$ cat src/rtl/see_pkg.sv
// Constants for the two-wire serial memory write slave
package see_pkg;
  localparam int          CTRL_CODE_W   = 4;
  localparam int          SEL_W         = 3;
  localparam logic        RW_WRITE      = 1'b0;
  localparam int          DEV_CODE_MSB  = 7;
  localparam int          SEL_MSB       = 3;
  localparam int          RW_BIT        = 0;
  localparam int          ADDR_W        = 8;
  localparam int          PAGE_BYTES    = 16;
  localparam int          MEM_BYTES     = 256;
  localparam int          CLK_HZ        = 25_000_000;
  localparam int          WCYC_TIME_US  = 5000;
  localparam int          WCYC_CYCLES   = (CLK_HZ / 1000) * WCYC_TIME_US / 1000;
  typedef enum logic [2:0] {
    SEE_IDLE, SEE_CTRL, SEE_ADDR, SEE_DATA, SEE_ACK, SEE_SKIP
  } see_state_e;
endpackage : see_pkg

$ cat src/rtl/see_eeprom_write.sv
// Two-wire serial memory, write path with page buffer and timed commit
`timescale 1ns/1ns
module see_eeprom_write #(
  parameter int WCYC_CYCLES = see_pkg::WCYC_CYCLES,
  parameter int MEM_BYTES   = see_pkg::MEM_BYTES,
  parameter int PAGE_BYTES  = see_pkg::PAGE_BYTES
) (
  // Clock and reset
  input  wire logic       clk,
  input  wire logic       rst_n,
  // Bus pins
  input  wire logic       scl_in,
  input  wire logic       sda_in,
  output logic            sda_out,
  output logic            sda_oe,
  // Straps
  input  wire logic       slave_select_pin_0,
  input  wire logic       slave_select_pin_1,
  input  wire logic       slave_select_pin_2,
  input  wire logic       write_protect,
  // Status and commit stream
  output logic            busy,
  output logic            commit_valid,
  output logic [7:0]      commit_addr,
  output logic [7:0]      commit_data,
  input  wire logic       commit_ready
);
  localparam int PW = $clog2(PAGE_BYTES);
  localparam int AW = see_pkg::ADDR_W;
  localparam int CW = $clog2(WCYC_CYCLES + 1);
  localparam logic [3:0] DEV_CODE = 4'h5; // Arbitrary type code

  ////////////////////////////////////////////////////////////////////////////
  // Input synchronisers: logic reads stage two, plus a third stage for clock and data
  logic [1:0] scl_s_q, sda_s_q, wp_s_q, ss0_s_q, ss1_s_q, ss2_s_q;
  logic       scl_q, sda_q;
  always_ff @(posedge clk or negedge rst_n)
  begin
    if (!rst_n)
    begin
      scl_s_q <= 2'h3;
      sda_s_q <= 2'h3;
      wp_s_q  <= 2'h3;
      ss0_s_q <= 2'h0;
      ss1_s_q <= 2'h0;
      ss2_s_q <= 2'h0;
      scl_q   <= 1'b1;
      sda_q   <= 1'b1;
    end
    else
    begin
      scl_s_q <= {scl_s_q[0], scl_in};
      sda_s_q <= {sda_s_q[0], sda_in};
      wp_s_q  <= {wp_s_q[0], write_protect};
      ss0_s_q <= {ss0_s_q[0], slave_select_pin_0};
      ss1_s_q <= {ss1_s_q[0], slave_select_pin_1};
      ss2_s_q <= {ss2_s_q[0], slave_select_pin_2};
      scl_q   <= scl_s_q[1];
      sda_q   <= sda_s_q[1];
    end
  end

  logic scl_rise, scl_fall, start_c, stop_c;
  logic [2:0] pins;
  always_comb
  begin
    scl_rise = scl_s_q[1] & ~scl_q;
    scl_fall = ~scl_s_q[1] & scl_q;
    start_c  = scl_s_q[1] & scl_q & sda_q & ~sda_s_q[1];
    stop_c   = scl_s_q[1] & scl_q & ~sda_q & sda_s_q[1];
    pins     = {ss2_s_q[1], ss1_s_q[1], ss0_s_q[1]};
  end

  ////////////////////////////////////////////////////////////////////////////
  // Protocol engine
  see_pkg::see_state_e st_q, st_d, ret_q, ret_d;
  logic [7:0]    sh_q, sh_d;
  logic [3:0]    bit_q, bit_d;
  logic          ack_q, ack_d;
  logic          oe_q, oe_d;
  logic [AW-1:0] addr_q, addr_d;
  logic [7:0]    page_q [PAGE_BYTES];
  logic [PAGE_BYTES-1:0] dirty_q, dirty_d;
  logic          wr_pend_q, wr_pend_d;
  logic          wp_lat_q, wp_lat_d;
  logic          buf_we;
  logic [PW-1:0] buf_idx;
  // Commit side
  logic          busy_q, busy_d;
  logic [CW-1:0] cnt_q, cnt_d;
  logic [PW:0]   cidx_q, cidx_d;
  logic          cmt_go;
  // Commit stream buffer
  logic [15:0]   fb_q [2];
  logic [15:0]   word_in;
  logic [15:0]   head_d;
  logic [1:0]    fcnt_q, fcnt_d;
  logic          fwr_q, fwr_d, frd_q, frd_d;
  logic          push, pop, cv_d;
  logic [PW-1:0] cslot;

  always_comb
  begin
    st_d      = st_q;
    ret_d     = ret_q;
    sh_d      = sh_q;
    bit_d     = bit_q;
    ack_d     = ack_q;
    oe_d      = oe_q;
    addr_d    = addr_q;
    dirty_d   = dirty_q;
    wr_pend_d = wr_pend_q;
    wp_lat_d  = wp_lat_q;
    buf_we    = 1'b0;
    buf_idx   = addr_q[PW-1:0];
    cmt_go    = 1'b0;
    if (start_c)
    begin
      st_d  = see_pkg::SEE_CTRL;
      bit_d = 4'h0;
      oe_d  = 1'b0;
      wr_pend_d = 1'b0;
    end
    else if (stop_c)
    begin
      st_d = see_pkg::SEE_IDLE;
      oe_d = 1'b0;
      if (wr_pend_q && !busy_q && !wp_lat_q && |dirty_q)
        cmt_go = 1'b1;
      wr_pend_d = 1'b0;
    end
    else
    begin
      unique case (st_q)
        see_pkg::SEE_IDLE, see_pkg::SEE_SKIP: ;
        see_pkg::SEE_CTRL, see_pkg::SEE_ADDR, see_pkg::SEE_DATA:
        begin
          if (scl_rise)
          begin
            sh_d  = {sh_q[6:0], sda_q};
            bit_d = bit_q + 4'h1;
          end
          if (scl_fall && bit_q == 4'h8)
          begin
            bit_d = 4'h0;
            ack_d = 1'b0;
            ret_d = st_q;
            if (st_q == see_pkg::SEE_CTRL)
            begin
              if (sh_q[see_pkg::DEV_CODE_MSB -: see_pkg::CTRL_CODE_W] ==
                  DEV_CODE &&
                  sh_q[see_pkg::SEL_MSB -: see_pkg::SEL_W] == pins &&
                  sh_q[see_pkg::RW_BIT] == see_pkg::RW_WRITE && !busy_q)
              begin
                ack_d = 1'b1;
                ret_d = see_pkg::SEE_ADDR;
                dirty_d = '0;
                wp_lat_d = wp_s_q[1];
              end
            end
            else if (st_q == see_pkg::SEE_ADDR)
            begin
              ack_d  = 1'b1;
              addr_d = sh_q;
              ret_d  = see_pkg::SEE_DATA;
            end
            else
            begin
              ack_d = 1'b1;
              buf_we = 1'b1;
              dirty_d[addr_q[PW-1:0]] = 1'b1;
              wr_pend_d = 1'b1;
              addr_d = {addr_q[AW-1:PW], addr_q[PW-1:0] + PW'(1)};
            end
            oe_d = ack_d;
            st_d = ack_d ? see_pkg::SEE_ACK : see_pkg::SEE_SKIP;
          end
        end
        see_pkg::SEE_ACK:
          if (scl_fall)
          begin
            oe_d = 1'b0;
            st_d = ret_q;
          end
      endcase
    end
  end

  // Array written one byte per handshake; one cycle covers the page
  always_comb
  begin
    busy_d = busy_q;
    cnt_d  = cnt_q;
    cidx_d = cidx_q;
    if (cmt_go)
    begin
      busy_d = 1'b1;
      cnt_d  = CW'(WCYC_CYCLES);
      cidx_d = '0;
    end
    else if (busy_q)
    begin
      if (cnt_q != '0)
        cnt_d = cnt_q - CW'(1);
      if (push)
        cidx_d = cidx_q + (PW+1)'(1);
      if (cnt_q == '0 && cidx_q == (PW+1)'(PAGE_BYTES) && !commit_valid)
        busy_d = 1'b0;
    end
  end

  ////////////////////////////////////////////////////////////////////////////
  // Two-entry buffer on the commit stream, stalls on commit_ready
  // Unwritten slots go out as zero but keep their own page address
  always_comb
  begin
    cslot   = cidx_q[PW-1:0];
    push    = busy_q && cidx_q != (PW+1)'(PAGE_BYTES) && fcnt_q != 2'h2;
    pop     = commit_valid && commit_ready;
    word_in = {addr_q[AW-1:PW], cslot,
               page_q[cslot] & {8{dirty_q[cslot]}}};
    fcnt_d  = fcnt_q + {1'b0, push} - {1'b0, pop};
    fwr_d   = push ? ~fwr_q : fwr_q;
    frd_d   = pop ? ~frd_q : frd_q;
    cv_d    = fcnt_d != 2'h0;
    // Bypass, so the output shows the word that is written into the read slot this edge
    head_d  = (push && fwr_q == frd_d) ? word_in : fb_q[frd_d];
  end

  always_ff @(posedge clk)
  begin
    if (buf_we)
      page_q[buf_idx] <= sh_q;
    if (push)
      fb_q[fwr_q] <= word_in;
  end

  always_ff @(posedge clk or negedge rst_n)
  begin
    if (!rst_n)
    begin
      st_q <= see_pkg::SEE_IDLE;
      ret_q <= see_pkg::SEE_IDLE;
      sh_q <= 8'h00;
      bit_q <= 4'h0;
      ack_q <= 1'b0;
      oe_q <= 1'b0;
      addr_q <= '0;
      dirty_q <= '0;
      wr_pend_q <= 1'b0;
      wp_lat_q <= 1'b1;
      busy_q <= 1'b0;
      cnt_q <= '0;
      cidx_q <= '0;
      fcnt_q <= 2'h0;
      fwr_q <= 1'b0;
      frd_q <= 1'b0;
      commit_valid <= 1'b0;
      commit_addr <= 8'h00;
      commit_data <= 8'h00;
    end
    else
    begin
      st_q <= st_d;
      ret_q <= ret_d;
      sh_q <= sh_d;
      bit_q <= bit_d;
      ack_q <= ack_d;
      oe_q <= oe_d;
      addr_q <= addr_d;
      dirty_q <= dirty_d;
      wr_pend_q <= wr_pend_d;
      wp_lat_q <= wp_lat_d;
      busy_q <= busy_d;
      cnt_q <= cnt_d;
      cidx_q <= cidx_d;
      fcnt_q <= fcnt_d;
      fwr_q <= fwr_d;
      frd_q <= frd_d;
      commit_valid <= cv_d;
      commit_addr <= head_d[15:8];
      commit_data <= head_d[7:0];
    end
  end

  always_comb
  begin
    sda_out = 1'b0;
    sda_oe  = oe_q;
    busy    = busy_q;
  end
endmodule : see_eeprom_write

$ cat config.mk
export PLATFORM = sky130hd
export DESIGN_NAME = see_eeprom_write
export DESIGN_NICKNAME = d
export VERILOG_FILES = /design/src/rtl/see_pkg.sv /design/src/rtl/see_eeprom_write.sv
export SDC_FILE = /design/constraint.sdc
export NUM_CORES = 1
export LEC_CHECK = 0
export BUFFER_PORTS_ARGS = -buffer_cell sky130_fd_sc_hd__buf_2
export CAP_MARGIN = 5
export CORE_ASPECT_RATIO = 1.75
export CORE_UTILIZATION = 55
export DETAILED_ROUTE_END_ITERATION = 8
export PLACE_DENSITY = 0.74
export SETUP_SLACK_MARGIN = 0.15
export SYNTH_ARGS = -nofsm -noshare
export SYNTH_HDL_FRONTEND = slang
export SYNTH_SLANG_ARGS = --single-unit
$ cat constraint.sdc
create_clock -name clk -period 3.4 [get_ports clk]
set_input_delay 0.34 -clock clk [delete_from_list [all_inputs] [get_ports clk]]
set_output_delay 0.34 -clock clk [all_outputs]
set_load 0.1 [all_outputs]
# == Yosys cells after proc, flatten, opt, wreduce, memory -nomap -nowiden ==
# Memory sizes are Yosys's and may differ from the RTL's. A register that Yosys moved wholly into a read port is not among the register bits.
# Index checks and enable logic that the tools add are counted.
# totals
ff_bits,87
ram_bits,160
in_bits,9
mem_count,2
# op_classes
n_addsub,6
magnitude_cmp,3
eq_ne,17
muxes,62
n_bitwise,19
reduce_logical,41
# memory_table
name,depth,width,read_ports,rd_ports_with_merged_regs,wr,line,text
page_q,16,8,1,0,1,see_eeprom_write.sv:82,logic [7:0] page_q [PAGE_BYTES];
fb_q,2,16,1,1,1,see_eeprom_write.sv:94,logic [15:0] fb_q [2];
# ops
op,count
two-way mux 17 bit,3
two-way mux 16 bit,3
two-way mux 1 bit,36
two-way mux 4 bit,6
two-way mux 3 bit,7
AND reduction 6 bit,3
logical NOT 17 bit,1
nonzero test 17 bit,1
subtractor 17 x 1 -> 17 bit (second input constant),1
bitwise OR 16 bit,1
OR reduction 16 bit,1
two-way mux 5 bit,3
logical AND 1 bit,13
AND reduction 4 bit,3
< comparator 4 x 5 -> 1 bit (second input constant),2
inverter 1 bit,10
nonzero test 2 bit,5
nonzero test 3 bit,3
adder 4 x 1 -> 4 bit (second input constant),2
AND 8 bit,1
!= test 4 bit (second input constant),2
AND 1 bit,7
== test 3 x 2 -> 1 bit (second input constant),2
!= test 2 bit (second input constant),3
23 further kinds,29

# == Longest topological paths before layout ==
# Gate-level depths: netlist of the first run.
# depth
depth_word,15
depth_mapped,14
depth_no_buf,11

# == Worst setup path before layout of the first run ==
# Ideal clock, no wire load.
# synth_path
path_kind,register to register
startpoint,register cidx_q[0]
endpoint,register commit_valid
setup_time_ps,127
arrival_time_ps,3121
t_required_ps,3273
path_slack_ps,151
path_stages_with_launch,15
path_buffers,3
period_less_slack_ps,3249
cell_sequence,dfrtp_1 > buf_2 > buf_1 > inv_1 > ha_1 > nand4bb_1 > and3_1 > clkbuf_1 > inv_1 > ha_1 > inv_1 > ha_1 > xnor2_1 > xnor2_1 > or2_2
# synth_via
elab_chain_len,6
# synth_lines
item,line,text
"start, declared",see_eeprom_write.sv:91,"logic [PW:0] cidx_q, cidx_d;"
"start signal, assigned",see_eeprom_write.sv:276,cidx_q <= cidx_d;
!= test 5 bit,see_eeprom_write.sv:218,push = busy_q && cidx_q != (PW+1)'(PAGE_BYTES) && fcnt_q != 2'h2;
logical AND 1 bit (2 in series),see_eeprom_write.sv:218,
adder 2 x 1 -> 2 bit,see_eeprom_write.sv:222,"fcnt_d = fcnt_q + {1'b0, push} - {1'b0, pop};"
subtractor 2 x 1 -> 2 bit,see_eeprom_write.sv:222,
via fcnt_d[1],see_eeprom_write.sv:97,"logic [1:0] fcnt_q, fcnt_d;"
nonzero test 2 bit,see_eeprom_write.sv:225,cv_d = fcnt_d != 2'h0;
via cv_d,see_eeprom_write.sv:99,"logic push, pop, cv_d;"
"end signal, assigned",see_eeprom_write.sv:280,commit_valid <= cv_d;
"end, declared",see_eeprom_write.sv:23,"output logic commit_valid,"
# The timed path passes the listed nets, and every way through them passes these cells.
# A chain may end at the register's enable or synchronous reset.

# == Worst setup path after layout of the first run ==
# layout_path
startpoint,register bit_q[0]
endpoint,memory page_q[9][3] (enable)
# layout_via
elab_chain_len,8
# layout_lines
item,line,text
"start, declared",see_eeprom_write.sv:78,"logic [3:0] bit_q, bit_d;"
"start signal, assigned",see_eeprom_write.sv:267,bit_q <= bit_d;
== test 4 bit,see_eeprom_write.sv:143,if (scl_fall && bit_q == 4'h8)
logical AND 1 bit,see_eeprom_write.sv:143,
two-way mux 1 bit,see_eeprom_write.sv:143,
two-way mux 1 bit,see_eeprom_write.sv:134,unique case (st_q)
two-way mux 1 bit,see_eeprom_write.sv:124,else if (stop_c)
two-way mux 1 bit,see_eeprom_write.sv:117,if (start_c)
two-way mux 1 bit,see_eeprom_write.sv:232,if (buf_we)
two-way mux 1 bit (implied by the code),see_eeprom_write.sv:233,page_q[buf_idx] <= sh_q;
"end, declared",see_eeprom_write.sv:82,
# No other way between the ends.

==> flow_summary.json, run 1 <==
{
  "drv_cap": 0,
  "grt-ovfl-total": 0,
  "final_area_sq_um": 11900,
  "area_delta_synth_final_pct": 11.5,
  "cellPowerDensity_nw_per_um2": 570,
  "initial_core_util": 0.559,
  "total_number_of_yosys_warnings": 0,
  "count_of_state_elements_after_synthesis": 263,
  "tritoncts.num_buffers": 22,
  "insertion_delay_to_the_later_sink_of_the_worst_skew_pair_ns": 0.50,
  "commonest_cells_post_synth": "sky130_fd_sc_hd__edfxtp_1 (160), sky130_fd_sc_hd__dfrtp_1 (94), sky130_fd_sc_hd__nor2_1 (56)",
  "finalWorstPathRequiredPeriod_ns": 2.65,
  "ctsRootBufferMaster": "sky130_fd_sc_hd__clkbuf_16",
  "last_weighted_congestion_value_of_the_routability_driven_placer": 0.813,
  "final_net_count": 739,
  "clock_tree.buffer_depth": 3,
  "leakage_uw": 0.00445,
  "detail-route-antenna-nets": 0,
  "finalClockSkew_ns": 0.0155,
  "dr_wl_met3_um": 706,
  "max_slew_margin": 0.421,
  "drtPass1Iterations": 5,
  "grt_max_degree": 59,
  "worst_setup_path_end_kind": "register",
  "holdCritPathClass": "reg2reg",
  "timing.setup.tns_ns": 0,
  "htree_num_levels": 1,
  "crit_path_start_kind": "register",
  "post-synth-top-count-cell": "sky130_fd_sc_hd__edfxtp_1",
  "routed_via_density": 5.93,
  "critical_path.max_fanout": 8,
  "drt_iter0_markers": 310,
  "finalHoldWorstSlack_ns": 0.353,
  "groute.usage.overall": 0.210,
  "cts-resized-gates": 0,
  "synth.cell_area_sq_um": 10700,
  "port_buffers": 27,
  "timing_worst_slew_pin_value_ns": 0.867,
  "ys_async_sr_fraction": 0.392,
  "wl_per_cell_um": 20.5,
  "wire_length_of_the_first_global_routing_pass_um": 32300,
  "insertedDiodeCount": 0,
  "criticalPathCategory": "reg2reg",
  "cell_variety_after_synth": 59,
  "setup_violations": 0,
  "hold_viol": 0,
  "outcome": "finished clean",
  "placed_instance_area_sq_um": 11100,
  "max_freq_mhz": 378,
  "post-synth-top-area-cell": "sky130_fd_sc_hd__edfxtp_1",
  "post_synth.cell_area_avg_sq_um": 15.9,
  "post_synth_main_area_contributors": "sky130_fd_sc_hd__edfxtp_1 (45%), sky130_fd_sc_hd__dfrtp_1 (22%), sky130_fd_sc_hd__mux4_2 (7.6%)",
  "grt_pass1_vias": 6152,
  "synth_top_area_share": 0.450,
  "number_of_nets_in_the_synthesized_netlist": 694,
  "met2RoutedLength_um": 11200,
  "synth-edff-count": 160,
  "worstHoldStart": "ss1_s_q[0]$_DFF_PN0_",
  "post_synth_inst_count": 673,
  "worstReg2RegStart": "bit_q[0]$_DFFE_PN0P_",
  "drc_errors": 0,
  "routed-via-count": 5777,
  "die_y_um": 186,
  "detail_route.wirelength.met1_um": 7560,
  "post-route-period-util": 0.779,
  "timing.final.max_slew_violations": 0,
  "row_count": 67,
  "num_ports": 29,
  "setup.worst_path.start": "bit_q[0]$_DFFE_PN0P_",
  "die_w_um": 107,
  "tritoncts": "done",
  "synth_seq_area_share": 0.693,
  "die_area_sq_um": 20000,
  "detailedPlacementHpwl_um": 13200,
  "timing.critical_path.required_ns": 3.52,
  "clk_pin_slew_worst_paths_ns": 0.07,
  "cts_num_sinks": 263,
  "drive_gt1_frac": 0.236,
  "worst_ir_drop_vdd_v": 0.000617,
  "dpl_worst_slack_ns": 0.764,
  "finalWorstSetupSlack_ns": 0.752,
  "floorplan.core_area_sq_um": 19100,
  "ys_dominant_reg_cell": "sky130_fd_sc_hd__edfxtp_1",
  "top_layer": "met4",
  "totalWireLength_um": 19900,
  "critPathArrivalTime_ns": 2.77,
  "setup_repair_after_global_routing_missed_its_margin": "false",
  "antenna_found_initial": 0
}
[through the flow]
stage / instances / utilization / total power, uW
global placement: 928 / 0.582 / 4350
global route: 975 / 0.623 / 7040
detailed placement: 928 / 0.582 / 4390
floorplan: 673 / - / 4160
finish: 975 / 0.623 / 6790
CTS: 975 / 0.623 / 6840
[state kept, by name, indices dropped and copies added, names as in the netlist, 3 cells and up]
register	cells
addr_q	8
bit_q	4
cidx_q	5
cnt_q	17
commit_addr	8
commit_data	8
dirty_q	16
fb_q	32
page_q	128
ret_q	3
sh_q	8
st_q	3
[layer usage]
| metal | track usage | up-vias |
|---|---|---|
| met5 | 0 | - |
| li1 | - | 2663 |
| met1 | 0.247 | 2946 |
| met4 | 0.0748 | 0 |
| met2 | 0.390 | 129 |
| met3 | 0.0234 | 39 |
[kinds of logic after synthesis]
kind of cell,Yosys count,share of synthesized area
adder cells (fa/ha/maj),12,0.0141
multiplexers,86,0.128
buffers and inverters,43,0.0166
flip-flops,263,0.693
AO/OA/AOI/OAI,87,0.0531
XOR/XNOR,20,0.0164
AND/OR/NAND/NOR,161,0.0791
other,1,0.000351
[worst paths after layout]
path | to | cells after the start | slack, ns
max in group asynchronous | sda_s_q[1]$_DFF_PN1_ | 3 | 2.18
min | ss1_s_q[1]$_DFF_PN0_ | 0 | 0.35
max reg2reg | page_q[9][3]$_DFFE_PP_ | 7 | 0.75
min reg2reg | ss1_s_q[1]$_DFF_PN0_ | 0 | 0.35
min in group asynchronous | commit_data[6]$_DFF_PN0_ | 2 | 0.41
max | page_q[9][3]$_DFFE_PP_ | 7 | 0.75
[layout make-up]
class / count / area (sq um)
Clock buffer: 30 / 602
Tap cell: 241 / 302
Multi-Input combinational cell: 367 / 3110
Sequential cell: 263 / 7390
Fill cell: 1389 / 7210
Timing Repair Buffer: 49 / 333
Clock inverter: 10 / 104
Inverter: 15 / 56.3
[cells in the final DEF (no fill, tap or decap), drive strengths merged, types with 3 or more instances in the layout]
| cell type | instances |
|---|---|
| and3 | 3 |
| nand2 | 30 |
| mux4 | 36 |
| or3 | 4 |
| dlygate4sd3 | 7 |
| a22o | 3 |
| clkinv | 7 |
| edfxtp | 160 |
| nor3 | 10 |
| nor2 | 56 |
| or4b | 3 |
| ha | 12 |
| o41ai | 3 |
| dfstp | 9 |
| a31oi | 16 |
| nand4 | 5 |
| mux2i | 8 |
| clkbuf | 30 |
| nor4 | 11 |
| xnor2 | 12 |
| dfrtp | 94 |
| and4b | 4 |
| buf | 42 |
| nand3 | 5 |
| and2 | 4 |
| nand2b | 5 |
| a22oi | 16 |
| or2 | 3 |
| nor2b | 7 |
| mux2 | 42 |
| o21ai | 15 |
| a21oi | 18 |
| inv | 15 |
| xor2 | 8 |
[power by group]
group / switching [uW] / internal [uW]
clock network: 1060 / 1400
logic: 261 / 211
registers: 244 / 3610
total: 1570 / 5220
[worst max-delay path, stage by stage (launching register included)]
cell and delay [ns]:
sky130_fd_sc_hd__dfrtp_1 0.42, sky130_fd_sc_hd__inv_1 0.07, sky130_fd_sc_hd__ha_1 0.14, sky130_fd_sc_hd__and4bb_2 0.29, sky130_fd_sc_hd__nand4b_1 0.15, sky130_fd_sc_hd__nor2_1 0.33, sky130_fd_sc_hd__nand2_1 0.20, sky130_fd_sc_hd__nor2_1 0.65
[timing repair]
item | 4_1_cts | 5_1_grt
endpoints found under the hold margin | 51 | 0
hold buffers | 7 | 0
buffers inserted | 0 | 0
setup endpoints to repair | 0 | 0
(Power assumes the default switching activity.)
==> run 2: changes to the inputs <==
PLACE_DENSITY = 0.72   (was 0.74)
clock period = 2.45 ns   (was 3.4 ns; I/O delays follow)
==> run 2 against run 1 <==
Final area is 5.3% higher. Global-route usage up 1.3 points. Sequential power grew 34%. Hold slack lost 0.23 ns. Flip-flop and latch count is the same. Largest cell class unchanged.
==> flow_summary.json, run 2 (synthesis results as in run 1) <==
{
  "initial_core_util": 0.559,
  "critPathArrivalTime_ns": 2.80,
  "wire_length_of_the_first_global_routing_pass_um": 33900,
  "most-common-layout-cells": "sky130_fd_sc_hd__edfxtp_1 (160), sky130_fd_sc_hd__dfrtp_1 (91), sky130_fd_sc_hd__buf_4 (49), sky130_fd_sc_hd__nor2_1 (45), sky130_fd_sc_hd__mux2_2 (42)",
  "tritoncts": "done",
  "crit_path_start_kind": "register",
  "tritoncts.num_buffers": 23,
  "outcome": "finished clean",
  "grt_max_degree": 54,
  "post-route-period-util": 0.986,
  "area_delta_synth_final_pct": 17.5,
  "drc_errors": 0,
  "groute.usage.overall": 0.223,
  "critical_path.max_fanout": 2,
  "criticalPathCategory": "reg2reg",
  "setup_repair_after_global_routing_missed_its_margin": "true",
  "timing_worst_slew_pin_value_ns": 0.799,
  "finalHoldWorstSlack_ns": 0.126,
  "grtUsageMet3": 0.0227,
  "gr-usage-met2": 0.404,
  "fin_util": 0.656,
  "routed_via_density": 5.91,
  "largest_register_ff_count": 128,
  "port_buffers": 27,
  "die_w_um": 107,
  "final_net_count": 781,
  "cellPowerDensity_nw_per_um2": 782,
  "hold_viol": 0,
  "gr-usage-met1": 0.267,
  "multi_input_area_sq_um": 3270,
  "grt_pass1_vias": 6389,
  "worst_ir_drop_vdd_v": 0.000626,
  "globalRoute.busiestLayer": "met2",
  "die_y_um": 186,
  "max_freq_mhz": 414,
  "htree_num_levels": 1,
  "finalWorstPathRequiredPeriod_ns": 2.42,
  "grt-ovfl-total": 0,
  "ctsRootBufferMaster": "sky130_fd_sc_hd__clkbuf_16",
  "drt_iter0_markers": 284,
  "timing.final.max_slew_violations": 0,
  "max_slew_margin": 0.465,
  "floorplan.core_area_sq_um": 19100,
  "drive_gt1_frac": 0.317,
  "largestRegisters": "page_q (128), fb_q (32), cnt_q (17)",
  "clock_tree.buffer_depth": 3,
  "insertion_delay_to_the_later_sink_of_the_worst_skew_pair_ns": 0.52,
  "wl_per_cell_um": 21.3,
  "max_flop_register": "page_q",
  "finalClockSkew_ns": 0.0200,
  "cts_num_sinks": 263,
  "drv_cap": 0,
  "detailedPlacementHpwl_um": 13900,
  "worst_setup_path_end_kind": "register",
  "holdCritPathClass": "in2reg",
  "layout_commonest_cell": "sky130_fd_sc_hd__edfxtp_1",
  "last_weighted_congestion_value_of_the_routability_driven_placer": 0.830,
  "row_count": 67,
  "ff_latch_area_sq_um": 7400,
  "clk_pin_slew_worst_paths_ns": 0.07,
  "leakage_uw": 0.00472,
  "fillCellCount": 1325,
  "totalWireLength_um": 21700,
  "antenna_found_initial": 0,
  "timing.critical_path.required_ns": 2.83,
  "num_ports": 29,
  "detail-route-antenna-nets": 0,
  "drtPass1Iterations": 5,
  "insertedDiodeCount": 0,
  "setup_violations": 0,
  "die_area_sq_um": 20000,
  "routed-via-count": 6018
}
## run 2: cell types whose count changed in the layout (fill, tap and decap cells not counted), sizes merged
cell,previous run,this run
buf,42,81
bufbuf,0,1
bufinv,2,3
clkbuf,30,33
clkinv,7,6
clkinvlp,1,0
inv,15,16
## run 2: cell type report
cell class	instances	share of cell area
inverters	15	0.00469
clock buffers	32	0.0502
multi-input cells	367	0.260
flip-flops and latches	263	0.590
well taps	241	0.0240
clock inverters	10	0.0110
repair buffers	90	0.0595
## run 2: through the flow
step	total power (uW)	std cells	setup TNS (ns)	cell area [sq um]	setup WS, ns
global placement	6110	958	0	11400	0.0338
finish	9800	1018	0	12500	0.0340
detailed placement	6160	958	-0.284	11400	-0.0239
floorplan	5790	673	-0.234	10800	-0.144
global route	10200	1018	-0.0241	12500	-0.0241
CTS	9810	1014	0	12400	0.0256
## run 2: per-layer routing
| layer | wire (um) | vias up | share of wire |
|---|---|---|---|
| li1 | - | 2735 | - |
| met1 | 8040 | 3084 | 0.37 |
| met2 | 12000 | 155 | 0.55 |
| met3 | 935 | 44 | 0.043 |
| met4 | 758 | 0 | 0.035 |
| met5 | 0 | - | 0 |
## run 2: critical path: stages, from the launching register on
cell and delay (ns):
sky130_fd_sc_hd__dfrtp_1 0.38, sky130_fd_sc_hd__or4_4 0.54, sky130_fd_sc_hd__or4b_4 0.50, sky130_fd_sc_hd__or3_4 0.35, sky130_fd_sc_hd__o31a_1 0.23, sky130_fd_sc_hd__or3_1 0.30
## run 2: path summary, 6_finish.rpt
check / startpoint / endpoint / slack (ns) / cells after the start
worst max-delay path: cnt_q[5]$_DFFE_PN0P_ / cnt_q[15]$_DFFE_PN0P_ / 0.03 / 5
worst min-delay path: commit_ready / frd_q$_DFF_PN0_ / 0.13 / 4
worst max register to register: cnt_q[5]$_DFFE_PN0P_ / cnt_q[15]$_DFFE_PN0P_ / 0.03 / 5
worst min register to register: ss0_s_q[0]$_DFF_PN0_ / ss0_s_q[1]$_DFF_PN0_ / 0.35 / 0
max in group asynchronous: rst_n / busy$_DFF_PN0_ / 1.38 / 3
min in group asynchronous: rst_n / commit_addr[4]$_DFF_PN0_ / 0.33 / 2
## run 2: power breakdown
| part | leakage (uW) | internal, uW | switching, uW |
|---|---|---|---|
| clock | 0.000375 | 2130 | 1540 |
| combinational | 0.00160 | 382 | 610 |
| sequential | 0.00274 | 5010 | 132 |
## run 2: timing repair
item,CTS,global route
resized for setup,5,19
setup endpoints to repair,79,65
gates cloned,1,1
hold buffers,7,0
hold endpoints to repair,47,0
pin swaps,4,3
setup buffers,6,3
